## src/verilog/wdslp_map.svh

```systemverilog
// Summary of operation
// - Period code 0..11 gives 1:32 doubling to 1:65536
// - Config force bit overrides software enable
// - Sleep entered only by sleep instruction
// - Sleep entry clears counter, keeps it running
// - Sleep entry clears powerdown, sets timeout_n
// - Sleep stops oscillator driver, pins hold state
// - Watchdog reset never drives master clear pin
// - Wake on clear, timeout or enabled interrupt
// - Powerdown flag set at power-up, cleared sleeping
// - Watchdog wake-up clears timeout flag
// - Only clockless interrupt sources may wake
// - Sleep instruction prefetches PC plus one
// - Interrupt wake needs source enable, ignores global
// - Global enable off resumes inline, on vectors 0004h
// - Pending enabled interrupt wakes right after sleep
// - Every wake-up clears watchdog counter
// - Counter counts slow oscillator pulses via prescaler
// - Start-up timer holds watchdog in reset
`ifndef WDSLP_MAP_SVH
`define WDSLP_MAP_SVH
`define WDSLP_OFS_CONTROL      32'h0000_0018
`define WDSLP_OFS_OPTION       32'h0000_0081
`define WDSLP_OFS_CONFIG       32'h0000_2007
`define WDSLP_ADR_CONTROL      32'h0000_0060
`define WDSLP_ADR_OPTION       32'h0000_0204
`define WDSLP_ADR_CONFIG       32'h0000_801C
`define WDSLP_ADR_STATUS       32'h0000_8020
`define WDSLP_RST_CONTROL      8'h08
`define WDSLP_RST_OPTION       8'hFF
`define WDSLP_RST_CONFIG       8'h00
`define WDSLP_BIT_SWEN         0
`define WDSLP_BIT_FORCE        3
`define WDSLP_PS_LSB           1
`define WDSLP_PS_MAX           4'hB
`define WDSLP_BASE_SHIFT       5
`define WDSLP_IRQ_VECTOR       13'h0004
`endif

```

## src/verilog/wdslp_pkg.sv

```systemverilog
package wdslp_pkg;
  typedef enum logic [1:0] {
    WDSLP_RUN,
    WDSLP_SLEEP,
    WDSLP_RESUME
  } wdslp_state_type;

  typedef struct packed {
    logic        req;
    logic        write;
    logic [31:0] addr;
  } wdslp_bus_type;

  typedef struct packed {
    logic       sleep;
    logic       clear_watchdog_instr;
    logic [12:0] pc;
  } wdslp_core_type;
endpackage

```

## src/verilog/wdslp_counter.sv

```systemverilog
`timescale 1ns/1ns
`default_nettype none
`include "wdslp_map.svh"
module wdslp_counter #(
  parameter int CNT_W = 21
) (
  input  wire logic       clk,      // System clock
  input  wire logic       rst_n,    // Synchronous reset
  input  wire logic       tick,     // Slow oscillator pulse
  input  wire logic       clear,    // Zero the count
  input  wire logic       run,      // Counting allowed
  input  wire logic [3:0] sel,      // Period code
  output logic            expire    // One-cycle expiry pulse
);
  typedef struct packed {
    logic [CNT_W-1:0] cnt;
    logic             exp;
  } wdslp_cnt_type;

  wdslp_cnt_type st_ff;
  wdslp_cnt_type nxt_st;
  logic [CNT_W-1:0] term;

  // Reserved codes clamp to the longest period
  function automatic logic [CNT_W-1:0] period_of(input logic [3:0] code);
    logic [3:0] c;
    c = (code > `WDSLP_PS_MAX) ? `WDSLP_PS_MAX : code;
    period_of = CNT_W'(1) << (c + `WDSLP_BASE_SHIFT);
  endfunction

  always_comb
  begin
    term = period_of(sel);
    nxt_st = st_ff;
    nxt_st.exp = 1'b0;
    if (clear || !run)
    begin
      nxt_st.cnt = '0;
    end
    else if (tick)
    begin
      if (st_ff.cnt == term - CNT_W'(1))
      begin
        nxt_st.cnt = '0;
        nxt_st.exp = 1'b1;
      end
      else
      begin
        nxt_st.cnt = st_ff.cnt + CNT_W'(1);
      end
    end
  end

  always_ff @(posedge clk)
  begin
    if (!rst_n)
      st_ff <= '0;
    else
      st_ff <= nxt_st;
  end

  assign expire = st_ff.exp;
endmodule
`default_nettype wire

```

## src/verilog/wdslp_top.sv

```systemverilog
`timescale 1ns/1ns
`default_nettype none
`include "wdslp_map.svh"
module wdslp_top (
  input  wire logic        SYS_CLK,         // 25 MHz clock
  input  wire logic        RESETN,          // Sync reset, low
  input  wire logic        POWER_ON,        // Power-up reset pulse
  input  wire logic        MASTER_CLEAR_N,  // External clear pin level
  input  wire logic        LFOSC_TICK,      // Slow oscillator pulse
  input  wire logic        OST_ACTIVE,      // Start-up timer busy
  input  wire logic        SLEEP_INSTR,     // Sleep executes, pulse
  input  wire logic        CLEAR_WDT_INSTR, // Clear-watchdog pulse
  input  wire logic [12:0] CORE_PC,         // Address of sleep
  input  wire logic [7:0]  IRQ_FLAGS,       // Clockless source flags
  input  wire logic [7:0]  IRQ_ENABLES,     // Per-source enables
  input  wire logic        GLOBAL_IRQ_ENABLE, // Global enable
  input  wire logic [5:0]  PIN_OUT_IN,      // Core pin levels
  input  wire logic [5:0]  PIN_OE_N_IN,     // Core pin enables, low
  input  wire logic        HSEL,            // AHB select
  input  wire logic [31:0] HADDR,           // AHB address
  input  wire logic [1:0]  HTRANS,          // AHB transfer type
  input  wire logic        HWRITE,          // AHB direction
  input  wire logic [2:0]  HSIZE,           // AHB size
  input  wire logic [31:0] HWDATA,          // AHB write data
  input  wire logic        HREADY,          // AHB ready in
  output logic [31:0]      HRDATA,          // AHB read data
  output logic             HREADYOUT,       // AHB ready out
  output logic             HRESP,           // AHB response
  output logic             CORE_RESET,      // Internal reset pulse
  output logic             CORE_HALT,       // Core stalled in sleep
  output logic             CORE_RESUME,     // Wake, continue pulse
  output logic             CORE_VECTOR,     // Wake, branch after next
  output logic [12:0]      FETCH_ADDR,      // Prefetch address
  output logic             OSC_DRIVE_EN,    // Main oscillator driver
  output logic [5:0]       PIN_OUT,         // Held pin levels
  output logic [5:0]       PIN_OE_N,        // Held pin enables, low
  output logic             MASTER_CLEAR_PIN_OUT,        // Clear pin drive, unused
  output logic             MASTER_CLEAR_PIN_OE_N,       // Clear pin enable, low
  output logic             POWERDOWN_FLAG,  // Status powerdown bit
  output logic             TIMEOUT_FLAG_N   // Status timeout bit
);
  typedef struct packed {
    wdslp_pkg::wdslp_state_type state;
    wdslp_pkg::wdslp_bus_type   bus;
    logic [7:0]  wdctl;
    logic [7:0]  option;
    logic [7:0]  config_w;
    logic        pd;
    logic        to_n;
    logic        core_rst;
    logic        resume;
    logic        vector;
    logic        clr;
    logic [12:0] fetch;
    logic [5:0]  pin_o;
    logic [5:0]  pin_oe_n;
    logic [31:0] rdata;
  } wdslp_top_type;

  wdslp_top_type st_ff;
  wdslp_top_type nxt_st;
  logic          wd_run;
  logic          wd_expire;
  logic          irq_wake;
  logic          wdata_ok;

  // Global enable deliberately not part of the wake term
  assign irq_wake = |(IRQ_FLAGS & IRQ_ENABLES);
  assign wd_run   = (st_ff.config_w[`WDSLP_BIT_FORCE]
                     || st_ff.wdctl[`WDSLP_BIT_SWEN])
                    && !OST_ACTIVE;
  assign wdata_ok = st_ff.bus.req && st_ff.bus.write;

  function automatic logic [31:0] read_mux(input wdslp_top_type s, input logic [31:0] a);
    unique case (a)
      `WDSLP_ADR_CONTROL: read_mux = {24'h00_0000, s.wdctl};
      `WDSLP_ADR_OPTION:  read_mux = {24'h00_0000, s.option};
      `WDSLP_ADR_CONFIG:  read_mux = {24'h00_0000, s.config_w};
      `WDSLP_ADR_STATUS:  read_mux = {30'h0000_0000, s.pd, s.to_n};
      default:            read_mux = 32'h0000_0000;
    endcase
  endfunction

  wdslp_counter #(
    .CNT_W (21)
  ) u_counter (
    .clk    (SYS_CLK),
    .rst_n  (RESETN),
    .tick   (LFOSC_TICK),
    .clear  (st_ff.clr || CLEAR_WDT_INSTR || OST_ACTIVE),
    .run    (wd_run),
    .sel    (st_ff.wdctl[4:1]),
    .expire (wd_expire)
  );

  always_comb
  begin
    nxt_st = st_ff;
    nxt_st.core_rst = 1'b0;
    nxt_st.resume   = 1'b0;
    nxt_st.vector   = 1'b0;
    nxt_st.clr      = 1'b0;
    // Register write lands in the data phase
    if (wdata_ok)
    begin
      unique case (st_ff.bus.addr)
        `WDSLP_ADR_CONTROL: nxt_st.wdctl = {3'b000, HWDATA[4:0]};
        `WDSLP_ADR_OPTION:  nxt_st.option = HWDATA[7:0];
        `WDSLP_ADR_CONFIG:  nxt_st.config_w = HWDATA[7:0];
        default:            nxt_st.wdctl = st_ff.wdctl;
      endcase
    end
    nxt_st.bus.req   = HSEL && HREADY && HTRANS[1];
    nxt_st.bus.write = HWRITE;
    nxt_st.bus.addr  = HADDR;
    // Read data held through the data phase, so it stands at the sampling edge
    if (HSEL && HREADY && HTRANS[1] && !HWRITE)
    begin
      nxt_st.rdata = read_mux(st_ff, HADDR);
    end
    if (CLEAR_WDT_INSTR)
    begin
      nxt_st.to_n = 1'b1;
      nxt_st.pd   = 1'b1;
    end
    unique case (st_ff.state)
      wdslp_pkg::WDSLP_RUN:
      begin
        if (SLEEP_INSTR)
        begin
          nxt_st.clr   = 1'b1;
          nxt_st.pd    = 1'b0;
          nxt_st.to_n  = 1'b1;
          nxt_st.fetch = CORE_PC + 13'h0001;
          nxt_st.pin_o    = PIN_OUT_IN;
          nxt_st.pin_oe_n = PIN_OE_N_IN;
          nxt_st.state = wdslp_pkg::WDSLP_SLEEP;
        end
        else if (wd_expire)
        begin
          nxt_st.core_rst = 1'b1;
          nxt_st.to_n     = 1'b0;
        end
      end
      wdslp_pkg::WDSLP_SLEEP:
      begin
        // Pending interrupt at entry wakes in the next cycle
        if (wd_expire)
        begin
          nxt_st.to_n  = 1'b0;
          nxt_st.clr   = 1'b1;
          nxt_st.state = wdslp_pkg::WDSLP_RESUME;
        end
        else if (irq_wake)
        begin
          nxt_st.clr   = 1'b1;
          nxt_st.state = wdslp_pkg::WDSLP_RESUME;
        end
      end
      wdslp_pkg::WDSLP_RESUME:
      begin
        nxt_st.resume = 1'b1;
        nxt_st.vector = GLOBAL_IRQ_ENABLE && irq_wake;
        nxt_st.state  = wdslp_pkg::WDSLP_RUN;
      end
    endcase
    if (!MASTER_CLEAR_N)
    begin
      nxt_st.state    = wdslp_pkg::WDSLP_RUN;
      nxt_st.clr      = 1'b1;
      nxt_st.core_rst = 1'b1;
    end
    if (POWER_ON)
    begin
      nxt_st.pd   = 1'b1;
      nxt_st.to_n = 1'b1;
    end
  end

  always_ff @(posedge SYS_CLK)
  begin
    if (!RESETN)
    begin
      st_ff          <= '0;
      st_ff.state    <= wdslp_pkg::WDSLP_RUN;
      st_ff.wdctl    <= `WDSLP_RST_CONTROL;
      st_ff.option   <= `WDSLP_RST_OPTION;
      st_ff.config_w <= `WDSLP_RST_CONFIG;
      st_ff.pd       <= 1'b1;
      st_ff.to_n     <= 1'b1;
      st_ff.pin_oe_n <= 6'h3F;
    end
    else
    begin
      st_ff <= nxt_st;
    end
  end

  wire logic asleep;
  assign asleep = (st_ff.state == wdslp_pkg::WDSLP_SLEEP);

  assign HRDATA         = st_ff.rdata;
  assign HREADYOUT      = 1'b1;
  assign HRESP          = 1'b0;
  assign CORE_RESET     = st_ff.core_rst;
  assign CORE_HALT      = asleep;
  assign CORE_RESUME    = st_ff.resume;
  assign CORE_VECTOR    = st_ff.vector;
  assign FETCH_ADDR     = st_ff.vector ? `WDSLP_IRQ_VECTOR : st_ff.fetch;
  assign OSC_DRIVE_EN   = !asleep;
  assign PIN_OUT        = asleep ? st_ff.pin_o : PIN_OUT_IN;
  assign PIN_OE_N       = asleep ? st_ff.pin_oe_n : PIN_OE_N_IN;
  assign MASTER_CLEAR_PIN_OUT       = 1'b0;
  assign MASTER_CLEAR_PIN_OE_N      = 1'b1;
  assign POWERDOWN_FLAG = st_ff.pd;
  assign TIMEOUT_FLAG_N = st_ff.to_n;
endmodule
`default_nettype wire

```

## config.mk

```make
export PLATFORM = sky130hd
export DESIGN_NAME = wdslp_top
export DESIGN_NICKNAME = d
export VERILOG_FILES = /design/src/verilog/wdslp_pkg.sv /design/src/verilog/wdslp_counter.sv /design/src/verilog/wdslp_top.sv
export VERILOG_INCLUDE_DIRS = /design/src /design/src/verilog
export SDC_FILE = /design/constraint.sdc
export NUM_CORES = 1
export LEC_CHECK = 0
export ABC_CLOCK_PERIOD_IN_PS = 6900
export BUFFER_PORTS_ARGS = -buffer_cell sky130_fd_sc_hd__buf_2
export CAP_MARGIN = 20
export CORE_MARGIN = 1.5
export CORE_UTILIZATION = 51
export CTS_CLUSTER_SIZE = 40
export DETAILED_ROUTE_END_ITERATION = 12
export GPL_TIMING_DRIVEN = 0
export PLACE_DENSITY = 0.81
export SYNTH_ARGS = -nofsm -noshare
export SYNTH_HDL_FRONTEND = slang
export SYNTH_SLANG_ARGS = --single-unit
export TNS_END_PERCENT = 30
```

## constraint.sdc

```tcl
create_clock -name SYS_CLK -period 6.9 [get_ports SYS_CLK]
set_input_delay 0.345 -clock SYS_CLK [delete_from_list [all_inputs] [get_ports SYS_CLK]]
set_output_delay 0.345 -clock SYS_CLK [all_outputs]
set_load 0.01 [all_outputs]
```

-- Yosys cells after proc, flatten, opt, wreduce, memory -nomap -nowiden
Index checks and enable logic that the tools add are counted.
- reduce and logical (&&, ||, !) cells: 26
- bitwise operators: 3
- eq/ne operators: 12
- divide/modulo/power cells: 0
- add/subtract/negate cells: 4
- $mul: 0
- order comparisons: 1
- shift-type cells: 1
- mux-type cells: 27
- operators by type and width (operator ; count):
    32-bit by 16-bit equality test with 1-bit output, second input constant ; 3
    32-bit by 10-bit equality test with 1-bit output, second input constant ; 2
    32-bit by 7-bit equality test with 1-bit output, second input constant ; 2
    8-bit one-hot mux with 4 select lines ; 1
    1-bit by 32-bit left shift with 21-bit output, first input constant ; 1
    26-bit 2-to-1 mux ; 1
    21-bit by 1-bit adder with 21-bit output, second input constant ; 1
    21-bit equality test ; 1
    21-bit 2-to-1 mux ; 1
    21-bit by 1-bit subtractor with 21-bit output, second input constant ; 1
    2-bit AND reduction ; 7
    13-bit by 1-bit adder with 13-bit output, second input constant ; 1
    13-bit 2-to-1 mux ; 1
    2-bit 2-to-1 mux ; 6
    6-bit 2-to-1 mux ; 2
    1-bit 2-to-1 mux ; 11
    8-bit bitwise AND ; 1
    8-bit OR reduction ; 1
    1-bit logical AND ; 6
    2-bit one-hot mux with 3 select lines ; 1
    4-bit by 3-bit adder with 5-bit output, second input constant ; 1
    4-bit > comparator, second input constant ; 1
    1-bit logical NOT ; 4
    1-bit logical OR ; 4
    10 further kinds ; 13
- word-level logic and storage cells: 93
- ROM bits: 0
- input port bits: 122
- RAM bits: 0
- output and inout port bits: 68
- latch bits: 0
- register bits: 142
- memories: 0

-- Logic depth before layout (Yosys ltp)
Gate-level depths: netlist of the first run.
- depth in word-level cells: 7
- depth in mapped cells: 9

-- Hierarchy
A second synthesis of the first run with hierarchy kept.
- cell total of the unflattened synthesis: 649
- area total of the unflattened synthesis: 5724.2 um2
- modules (own cells, without submodules) (module ; area an instance (um2) ; instances ; cells each):
    wdslp_top ; 4299.1 ; 1 ; 470
    wdslp_counter ; 1425.1 ; 1 ; 179

-- Worst setup path after synthesis of the first run
No wires, ideal clock.
- path kind: reg2reg
- start point: reg st_ff[88] (netlist name)
- end point: reg st_ff[63] (netlist name)
- arrival: 2143 ps
- cell stages (with the launch flop): 6
- period minus slack after synthesis: 2271 ps
- path slack: 4629 ps
- cell sequence: dfxtp_1 or4_4 or4b_4 nor4_4 mux2i_1 nor2_1
- longest elaborated chain between the ends: 2
- RTL lines (item ; line ; RTL):
    start: declaration ; wdslp_top.sv:60 ; wdslp_top_type st_ff;
    start signal: assignment ; wdslp_top.sv:195 ; st_ff <= nxt_st;
    32-bit by 16-bit equality test with 1-bit output ; wdslp_top.sv:106 ; unique case (st_ff.bus.addr)
    2-bit AND reduction (no line) ; n/a ;
Every way passes these cells.
A chain may end at the register's enable or synchronous reset.

-- Worst setup path after layout of the first run
- start point: reg st_ff[83] (netlist name)
- end point: reg u_counter.st_ff[8] (netlist name)
- longest elaborated chain between the ends: 7
- RTL lines (item ; line ; RTL):
    4-bit > comparator (no line) ; n/a ;
    4-bit 2-to-1 mux * ; wdslp_counter.sv:27 ; c = (code > `WDSLP_PS_MAX) ? `WDSLP_PS_MAX : code;
    4-bit by 3-bit adder with 5-bit output (no line) * ; n/a ;
    1-bit by 32-bit left shift with 21-bit output * ; wdslp_counter.sv:28 ; period_of = CNT_W'(1) << (c + `WDSLP_BASE_SHIFT);
    21-bit by 1-bit subtractor with 21-bit output * ; wdslp_counter.sv:42 ; if (st_ff.cnt == term - CNT_W'(1))
    21-bit equality test * ; wdslp_counter.sv:42 ;
    21-bit 2-to-1 mux * ; wdslp_counter.sv:42 ;
    end signal: assignment ; wdslp_counter.sv:59 ; st_ff <= nxt_st;
    end: declaration ; wdslp_counter.sv:20 ; wdslp_cnt_type st_ff;
Mark *: on every way between the ends. The rest lies on a longest branch, timed or not.

==> results of run 1 <==
==> per-stage QoR <==
| step | util [%] | hold slack [ps] | std cells |
|---|---|---|---|
| after CTS | 66.5 | 12.8 | 978 |
| after detailed placement | 60.9 | 443 | 946 |
| final | 66.5 | 28.1 | 978 |
| after floorplan | - | 426 | 674 |
| after global placement | 60.9 | 437 | 946 |
| after global routing | 66.5 | 29.0 | 978 |
==> worst min-delay path by stage <==
stage / start / to / slack, ps / cells past startpoint
2_1_floorplan: HRDATA[0]$_SDFFE_PN0P_ / HRDATA[0]$_SDFFE_PN0P_ / 430 / 2
3_3_place_gp: HRDATA[7]$_SDFFE_PN0P_ / HRDATA[7]$_SDFFE_PN0P_ / 440 / 2
3_5_place_dp: HRDATA[1]$_SDFFE_PN0P_ / HRDATA[1]$_SDFFE_PN0P_ / 440 / 2
4_1_cts: HADDR[18] / st_ff[105]$_SDFF_PN0_ / 10 / 2
5_1_grt: HADDR[19] / st_ff[106]$_SDFF_PN0_ / 30 / 2
6_report: POWER_ON / POWERDOWN_FLAG$_SDFF_PP1_ / 30 / 3
==> cell usage in the layout, fill, tap and decap left out, drive strengths merged, types with 4 or more instances in the layout <==
master	n
xnor2	13
nor4	16
nor2b	20
and3	11
nand2	60
xor2	22
nor2	59
clkbuf	48
a211oi	16
nand3	29
nand3b	4
clkinv	7
a21oi	13
and2	37
mux2i	21
inv	13
ha	6
mux2	14
o21ai	21
conb	30
nor3	22
a221oi	4
nor4b	6
a22oi	9
buf	171
nand4	10
dfxtp	118
==> sequential cells by signal, indices dropped and copies added, names as in the netlist <==
name / cells
CORE_RESUME: 1
CORE_VECTOR: 1
st_ff: 83
CORE_RESET: 1
u_counter.expire: 1
TIMEOUT_FLAG_N: 1
POWERDOWN_FLAG: 1
HRDATA: 8
u_counter.st_ff: 21
==> metal layers <==
metal	track usage, %	up-vias	wire length, um
met2	41.8	234	6770
li1	-	2540	-
met5	0	-	0
met4	10.9	0	330
met1	30.2	2401	5880
met3	6.27	26	1150
==> critical path, cell delays in order, from the launching register on <==
cell      delay [ps]
dfxtp_1          310
clkbuf_1         330
clkbuf_1         440
o21ai_0          210
xor2_1           180
nand4_1          180
nor4_2           600
clkbuf_1         460
nor3_1           100
==> cells by family after synthesis <==
logic type | share of synthesized area [%]
adder cells (fa/ha/maj) | 1.33
XOR/XNOR | 5.45
multiplexers | 6.53
buffers and inverters | 7.76
AND/OR/NAND/NOR | 27.2
flip-flops | 42.0
AO/OA/AOI/OAI | 9.67
other | 0.133
==> cell type report <==
class | count | area (um^2) | area share, %
Buffer | 69 | 395 | 5.51
Clock buffer | 18 | 428 | 5.96
Clock inverter | 14 | 176 | 2.46
Inverter | 11 | 41.3 | 0.576
Multi-Input combinational cell | 476 | 2940 | 40.9
Sequential cell | 118 | 2360 | 32.9
Tap cell | 140 | 175 | 2.44
Timing Repair Buffer | 132 | 661 | 9.21
==> report_power, final <==
group | switching (W) | internal, W
registers | 0.0000116 | 0.000708
clock network | 0.000322 | 0.000562
logic | 0.0000915 | 0.0000796
total | 0.000426 | 0.00135
==> results.toml, run 1 <==
[placement]
hpwl_um = 10500
numPortBuffers = 132
place_ws_ps = 4060
gp_congestion = 0.954
placed_area_um2 = 6570

[power_and_ir_drop]
power_leakage_nw = 2.99
powerDensity_nw_per_um2 = 247
ir_worst_vdd_v = 0.000180
power_w = 0.00178

[detailed_routing]
drc = 0
viasPerCell = 5.32
wl_um = 14100
drt.antenna.violating_nets = 0
routedWlPerCell_um = 14.4
drtIter0Drc = 366
vias = 5201
first_pass_iters = 6

[grt]
grt_pass1_wl_um = 22900
grt_max_degree = 17
grt-ovfl-total = 0
grt_usage_pct = 24.9
antenna_found_initial = 0
grt_pass1_vias = 4933

[final_layout]
syn_to_final_growth_pct = 27.5
nNetsFinal = 953
fillCellCount = 867
antennaDiodeCount = 0
drive_gt1_share_pct = 26.8
stdcell_area_um2 = 7170

[timing]
setup_tns_ps = 0
fmax_ghz = 0.336
slew_violations = 0
worst_pin_slew_ps = 879
grt_setup_unrepaired = "no"
finClkSkew_ps = 6.71
relSlewSlack_pct = 40.9
setup_viol = 0
period_share_pct = 43.1
fin_crit_ps = 2970
setup_slack_ps = 3930
hold_viol = 0

[clocking]
cts_max_level = 4
path_clk_slew_ps = 60
clk_latency_ps = 530
postCtsSetupRepairBufs = 0
cts_tree = "built"
cts.sinks = 118
clockBufferDepth = 2
cts_buffers = 17
ctsHoldBuffers = 0
cts_root_buffer = "clkbuf_8"
post_cts_resized = 0

[critical_path]
rr_worst_depth = 8
endpoint = "u_counter.st_ff[8]$_SDFFE_PP0P_"
crit_start = "st_ff[83]$_SDFFE_PN0P_"
startpoint_type = "flop"
worstPathMaxFanout = 10
worst_setup_path_end_kind = "flop"
worstSetupPathType = "reg2reg"
crit_arrival_ps = 3350
required_ps = 7280
rr_startpoint = "st_ff[83]$_SDFFE_PN0P_"
r2r-end = "u_counter.st_ff[8]$_SDFFE_PP0P_"
rrSetupSlack_ps = 3930

[run_status]
outcome = "finished, final reports clean"

[logic_synthesis]
syn_area_per_cell_um2 = 8.71
synth.most_common_cell = "dfxtp_1"
synthTopCellsByArea = "dfxtp_1, buf_4, and2_1, nand2_1, nor2_1"
ys_ff_latch = 118
synth_cell_types = 50
synth.largest_area_cell = "dfxtp_1"
syn_area_um2 = 5630
async_reset_ff_share_pct = 0
seq_area_frac_synth_pct = 42.0
synth_ff_type = "dfxtp_1"
yosys.area.top_type_share_pct = 42.0
syn_inst = 646
synth_edf_count = 0
synthTopCellsByCount = "dfxtp_1, nand2_1, nor2_1"
synth.yosys.warnings = 0

[floorplan]
start_util_pct = 52.2
die-area_um2 = 11700
io_pins = 190
rows = 38
die_y_um = 108
die_x_um = 108
core_area_um2 = 10800

[flow_run]
maxCapViolCount = 0

[min_path]
min_path_type = "in2reg"
No activity file was read; power rests on OpenSTA's default activity.
==> run 2: changes to the inputs <==
- ABC_CLOCK_PERIOD_IN_PS: 6900 -> 2500
- CORE_UTILIZATION: 51 -> 46
- PLACE_DENSITY: 0.81 -> 0.77
- clock period: 6.9 -> 2.5 ns (I/O delays scaled with it)
==> results.toml, run 2 (synthesis gave the netlist of run 1 again) <==
[timing]
hold_viol = 0
fin_crit_ps = 2380
relSlewSlack_pct = 51.4
period_share_pct = 95.1
worst_pin_slew_ps = 724
fmax_ghz = 0.421
setup_viol = 0
slew_violations = 0
grt_setup_unrepaired = "no"
finClkSkew_ps = 9.73
setup_slack_ps = 122

[final_layout]
syn_to_final_growth_pct = 38.5
multi_input_area_um2 = 2950
final_cell_mix = "buf_2, dfxtp_1, nand2_1"
fillCellCount = 974
seqCellArea_um2 = 2360
stdcell_area_um2 = 7790
antennaDiodeCount = 0
largest_reg_flops = 83
drive_gt1_share_pct = 26.0
stdcell_count = 1044
final_common_cell = "buf_2"
top_register = "st_ff"
nNetsFinal = 1012

[critical_path]
r2r-end = "st_ff[77]$_SDFFE_PN1P_"
crit_start = "st_ff[88]$_SDFF_PN0_"
rrSetupSlack_ps = 120
worst_setup_path_end_kind = "flop"
rr_startpoint = "st_ff[88]$_SDFF_PN0_"
rr_worst_depth = 5
required_ps = 2770
endpoint = "st_ff[77]$_SDFFE_PN1P_"
worstSetupPathType = "reg2reg"
worstPathMaxFanout = 8
startpoint_type = "flop"
crit_arrival_ps = 2650

[power_and_ir_drop]
powerDensity_nw_per_um2 = 626
power_w = 0.00488
power_leakage_nw = 3.26
ir_worst_vdd_v = 0.000499

[clocking]
cts_max_level = 4
clockBufferDepth = 2
cts_tree = "built"
path_clk_slew_ps = 60
cts_root_buffer = "clkbuf_16"
clk_latency_ps = 410
cts.sinks = 118
cts_buffers = 17

[floorplan]
start_util_pct = 47.1
rows = 40
core_area_um2 = 12000
die_y_um = 114
die-area_um2 = 12900
io_pins = 190
die_x_um = 114

[detailed_routing]
routedWlPerCell_um = 14.4
drtIter0Drc = 500
first_pass_iters = 6
wl_um = 15000
drc = 0
drt.antenna.violating_nets = 0
viasPerCell = 5.17
vias = 5397

[placement]
numPortBuffers = 132
placed_area_um2 = 6580
place_ws_ps = -339
gp_congestion = 0.918
place_inst = 953
hpwl_um = 10100

[grt]
grt-ovfl-total = 0
grt_usage_pct = 23.3
grt_pass1_wl_um = 24200
grt_pass1_vias = 5272
antenna_found_initial = 0
grt_max_degree = 17

[min_path]
min_path_type = "in2reg"

[flow_run]
maxCapViolCount = 0

[run_status]
outcome = "finished, final reports clean"
run 2: cell types whose count changed in the layout (fill, tap and decap cells not counted), sizes merged:
cell	delta
bufinv	-3
inv	+9
clkbuf	-2
clkinv	-5
dlygate4sd3	+59
buf	+1
run 2: worst max-delay path: stages, from the launching register on:
cell	delay, ps
dfxtp_1	300
or4_4	550
or4b_4	550
nor3_4	510
mux2i_1	260
nand2_1	70
run 2: how the worst min path moves through the flow:
| stage | from | endpoint | slack, ps | depth (start not counted) |
|---|---|---|---|---|
| 6_report | SLEEP_INSTR | CORE_RESET$_SDFF_PN0_ | 30 | 4 |
| 5_1_grt | SLEEP_INSTR | CORE_RESET$_SDFF_PN0_ | 40 | 4 |
| 3_3_place_gp | HADDR[22] | st_ff[109]$_SDFF_PN0_ | 340 | 2 |
| 2_1_floorplan | MASTER_CLEAR_N | CORE_RESET$_SDFF_PN0_ | 220 | 1 |
| 3_5_place_dp | MASTER_CLEAR_N | CORE_RESET$_SDFF_PN0_ | 340 | 2 |
| 4_1_cts | HREADY | st_ff[120]$_SDFF_PN0_ | 20 | 3 |
run 2: area by class of cell:
class                      instances  share of cell area, %
multi-input combinational        476                   37.9
sequential                       118                   30.3
timing repair buffer             193                   16.4
clock buffer                      17                   5.46
buffer                            67                   5.06
tap                              147                   2.36
clock inverter                    15                   1.97
inverter                          11                  0.530
run 2: layer usage:
layer	wire [um]	up-vias	part of all wire (%)	track usage [%]
met5	0	-	0	0
met4	257	0	1.7	8.92
met3	1110	32	7.4	5.74
li1	-	2661	-	-
met2	7150	257	48	38.8
met1	6520	2447	43	29.1
run 2: repair_timing:
action / 4_1_cts / 5_1_grt
pin swaps: 2 / 1
hold endpoints to repair: 66 / 0
hold buffers: 59 / 0
buffers inserted: 1 / 1
gates resized for setup: 4 / 5
endpoints found under the setup margin: 18 / 33
run 2: through the flow:
stage | TNS (ps) | hold slack (ps) | utilization [%]
detailed placement | -3210 | 345 | 55.0
CTS | -4.38 | 24.1 | 64.9
global route | 0 | 42.1 | 65.2
finish | 0 | 29.1 | 65.2
floorplan | 0 | 217 | -
global placement | -3060 | 339 | 55.0
run 2: power breakdown:
part | internal, W | leakage [nW] | switching [W] | total (W)
Sequential | 0.00195 | 0.967 | 0.0000303 | 0.00198
Clock | 0.00133 | 0.279 | 0.00101 | 0.00234
Combinational | 0.000280 | 2.01 | 0.000271 | 0.000552
Total | 0.00356 | 3.26 | 0.00131 | 0.00488
==> run 3: changes to the inputs <==
- PLACE_DENSITY: 0.77 -> not set
- PLACE_DENSITY_LB_ADDON: not set -> 0.08
==> results.toml, run 3 (synthesis gave the netlist of run 1 again) <==
[run_status]
outcome = "finished, final reports clean"

[placement]
gp_congestion = 0.859
hpwl_um = 10500
numPortBuffers = 132
place_inst = 953
placed_area_um2 = 6580

[critical_path]
startpoint_type = "flop"
cp_slowest_cell = "clkbuf_1"
required_ps = 2380
worstSetupPathType = "reg2out"
path_cells = "inv_1, ha_1, clkbuf_1, clkbuf_1, mux2_2, buf_2"
worstPathMaxFanout = 10
critPathBufInv = 4
endpoint = "PIN_OE_N[4]"
rr_startpoint = "st_ff[88]$_SDFF_PN0_"
crit_arrival_ps = 2350
crit_cells = 6
rr_worst_depth = 5
rrSetupSlack_ps = 70
path_common_cell = "clkbuf_1"
worst_setup_path_end_kind = "output pin"
max_stage_delay_ps = 500
crit_family = "buffers and inverters"
r2r-end = "st_ff[78]$_SDFFE_PN1P_"
crit_start = "st_ff[122]$_SDFFE_PN0P_"

[power_and_ir_drop]
power_frac_seq_pct = 40.3
pwr-share-clk_pct = 48.6
switching_share_pct = 24.3
p_comb_share_pct = 11.1
power_w = 0.00493
power_switching_w = 0.00120
power_leakage_nw = 3.26
powerDensity_nw_per_um2 = 630
ir_worst_vdd_v = 0.000431
internal_power_w = 0.00373

[clocking]
cts_buffers = 17
clockBufferDepth = 2
path_clk_slew_ps = 50
cts.sinks = 118
cts_max_level = 4
clk_latency_ps = 420
cts_tree = "built"
cts_root_buffer = "clkbuf_16"

[floorplan]
start_util_pct = 47.1
rows = 40
io_pins = 190
die_y_um = 114
core_area_um2 = 12000
die_x_um = 114
die-area_um2 = 12900

[final_layout]
final_common_cell = "buf_2"
final_cell_mix = "buf_2, dfxtp_1, nand2_1, dlygate4sd3_1, nor2_1"
nNetsFinal = 1015
top_register = "st_ff"
antennaDiodeCount = 0
drive_gt1_share_pct = 25.9
stdcell_area_um2 = 7830
stdcell_count = 1047
largest_reg_flops = 83
syn_to_final_growth_pct = 39.1
final_core_util_pct = 65.5

[detailed_routing]
drtIter0Drc = 324
drt.antenna.violating_nets = 0
top_layer_used = "met4"
viasPerCell = 5.10
routedWlPerCell_um = 14.2
drc = 0
first_pass_iters = 5
vias = 5338
wl_met1_um = 6460
wl_um = 14900
dr_wl_met2_um = 7400
dr_wl_met3_um = 740

[timing]
relSlewSlack_pct = 55.0
setup_viol = 0
fin_crit_ps = 2480
hold_viol = 0
worst_pin_slew_ps = 670
finClkSkew_ps = 11.6
slew_violations = 0
fmax_ghz = 0.404
hold_ws_ps = 25.0
period_share_pct = 99.0
grt_setup_unrepaired = "yes"

[grt]
grt-ovfl-total = 0
grt_usage_pct = 23.2
grt_pass1_vias = 5081
grt_pass1_wl_um = 23600
grt_max_degree = 17
antenna_found_initial = 0

[min_path]
min_path_type = "in2reg"

[flow_run]
maxCapViolCount = 0
==> run 3: changes by cell type in the layout (fill, tap and decap cells not counted), moves of 2 or more <==
cell        before  now
inv_6            7    3
inv_8            4    0
clkinv_2         0    3
bufinv_16        0    2
clkbuf_1        24   26
clkinv_4         0    2
clkinv_8         2    0
clkinvlp_4       2    4
==> run 3: worst min path at each step <==
stage | startpoint | endpoint | slack [ps] | cells after the start
CTS | HTRANS[1] | st_ff[120]$_SDFF_PN0_ | 5 | 3
detailed placement | POWER_ON | POWERDOWN_FLAG$_SDFF_PP1_ | 330 | 3
global route | HTRANS[1] | st_ff[120]$_SDFF_PN0_ | 10 | 3
global placement | POWER_ON | POWERDOWN_FLAG$_SDFF_PP1_ | 320 | 3
floorplan | MASTER_CLEAR_N | CORE_RESET$_SDFF_PN0_ | 220 | 1
finish | SLEEP_INSTR | CORE_RESET$_SDFF_PN0_ | 30 | 4
==> run 3: repair_timing <==
| action | CTS | global route |
|---|---|---|
| setup endpoints to repair | 21 | 31 |
| hold buffers | 60 | 0 |
| resized for setup | 4 | 6 |
| setup buffers | 1 | 1 |
| hold endpoints to repair | 72 | 0 |
| pin swaps | 2 | 1 |
==> run 3: area by class of cell <==
| type | count | area (um^2) |
|---|---|---|
| tap | 147 | 184 |
| sequential | 118 | 2360 |
| multi-input combinational | 476 | 2970 |
| clock inverter | 14 | 149 |
| timing repair buffer | 194 | 1290 |
| fill | 998 | 4130 |
| clock buffer | 18 | 439 |
| buffer | 69 | 400 |
| inverter | 11 | 41.3 |
==> run 3: layer usage <==
metal	track usage, %	up-vias
met5	0	-
met4	9.50	0
met3	5.74	25
met2	40.4	194
met1	27.5	2448
li1	-	2671
==> run 3: worst reg2reg max path: cells and delay by family, from the launching register on <==
family,cells,cell delay (ps)
DFF,1,290
muxes,1,260
and+or+nand+nor,4,1740
==> run 3: stage by stage <==
step,TNS [ps],worst slack [ps]
3_5_place_dp,-4440,-416
4_1_cts,0,9.12
2_1_floorplan,0,229
3_3_place_gp,-3510,-344
6_report,0,24.1
5_1_grt,-467,-88.6
==> run 3: power by group through the flow <==
| stage | clock [W] | combinational, W | sequential, W |
|---|---|---|---|
| 2_1_floorplan | 0 | 0.000280 | 0.00202 |
| 3_3_place_gp | 0 | 0.000455 | 0.00202 |
| 3_5_place_dp | 0 | 0.000465 | 0.00202 |
| 4_1_cts | 0.00244 | 0.000540 | 0.00198 |
| 5_1_grt | 0.00253 | 0.000597 | 0.00199 |
| 6_report | 0.00240 | 0.000548 | 0.00198 |
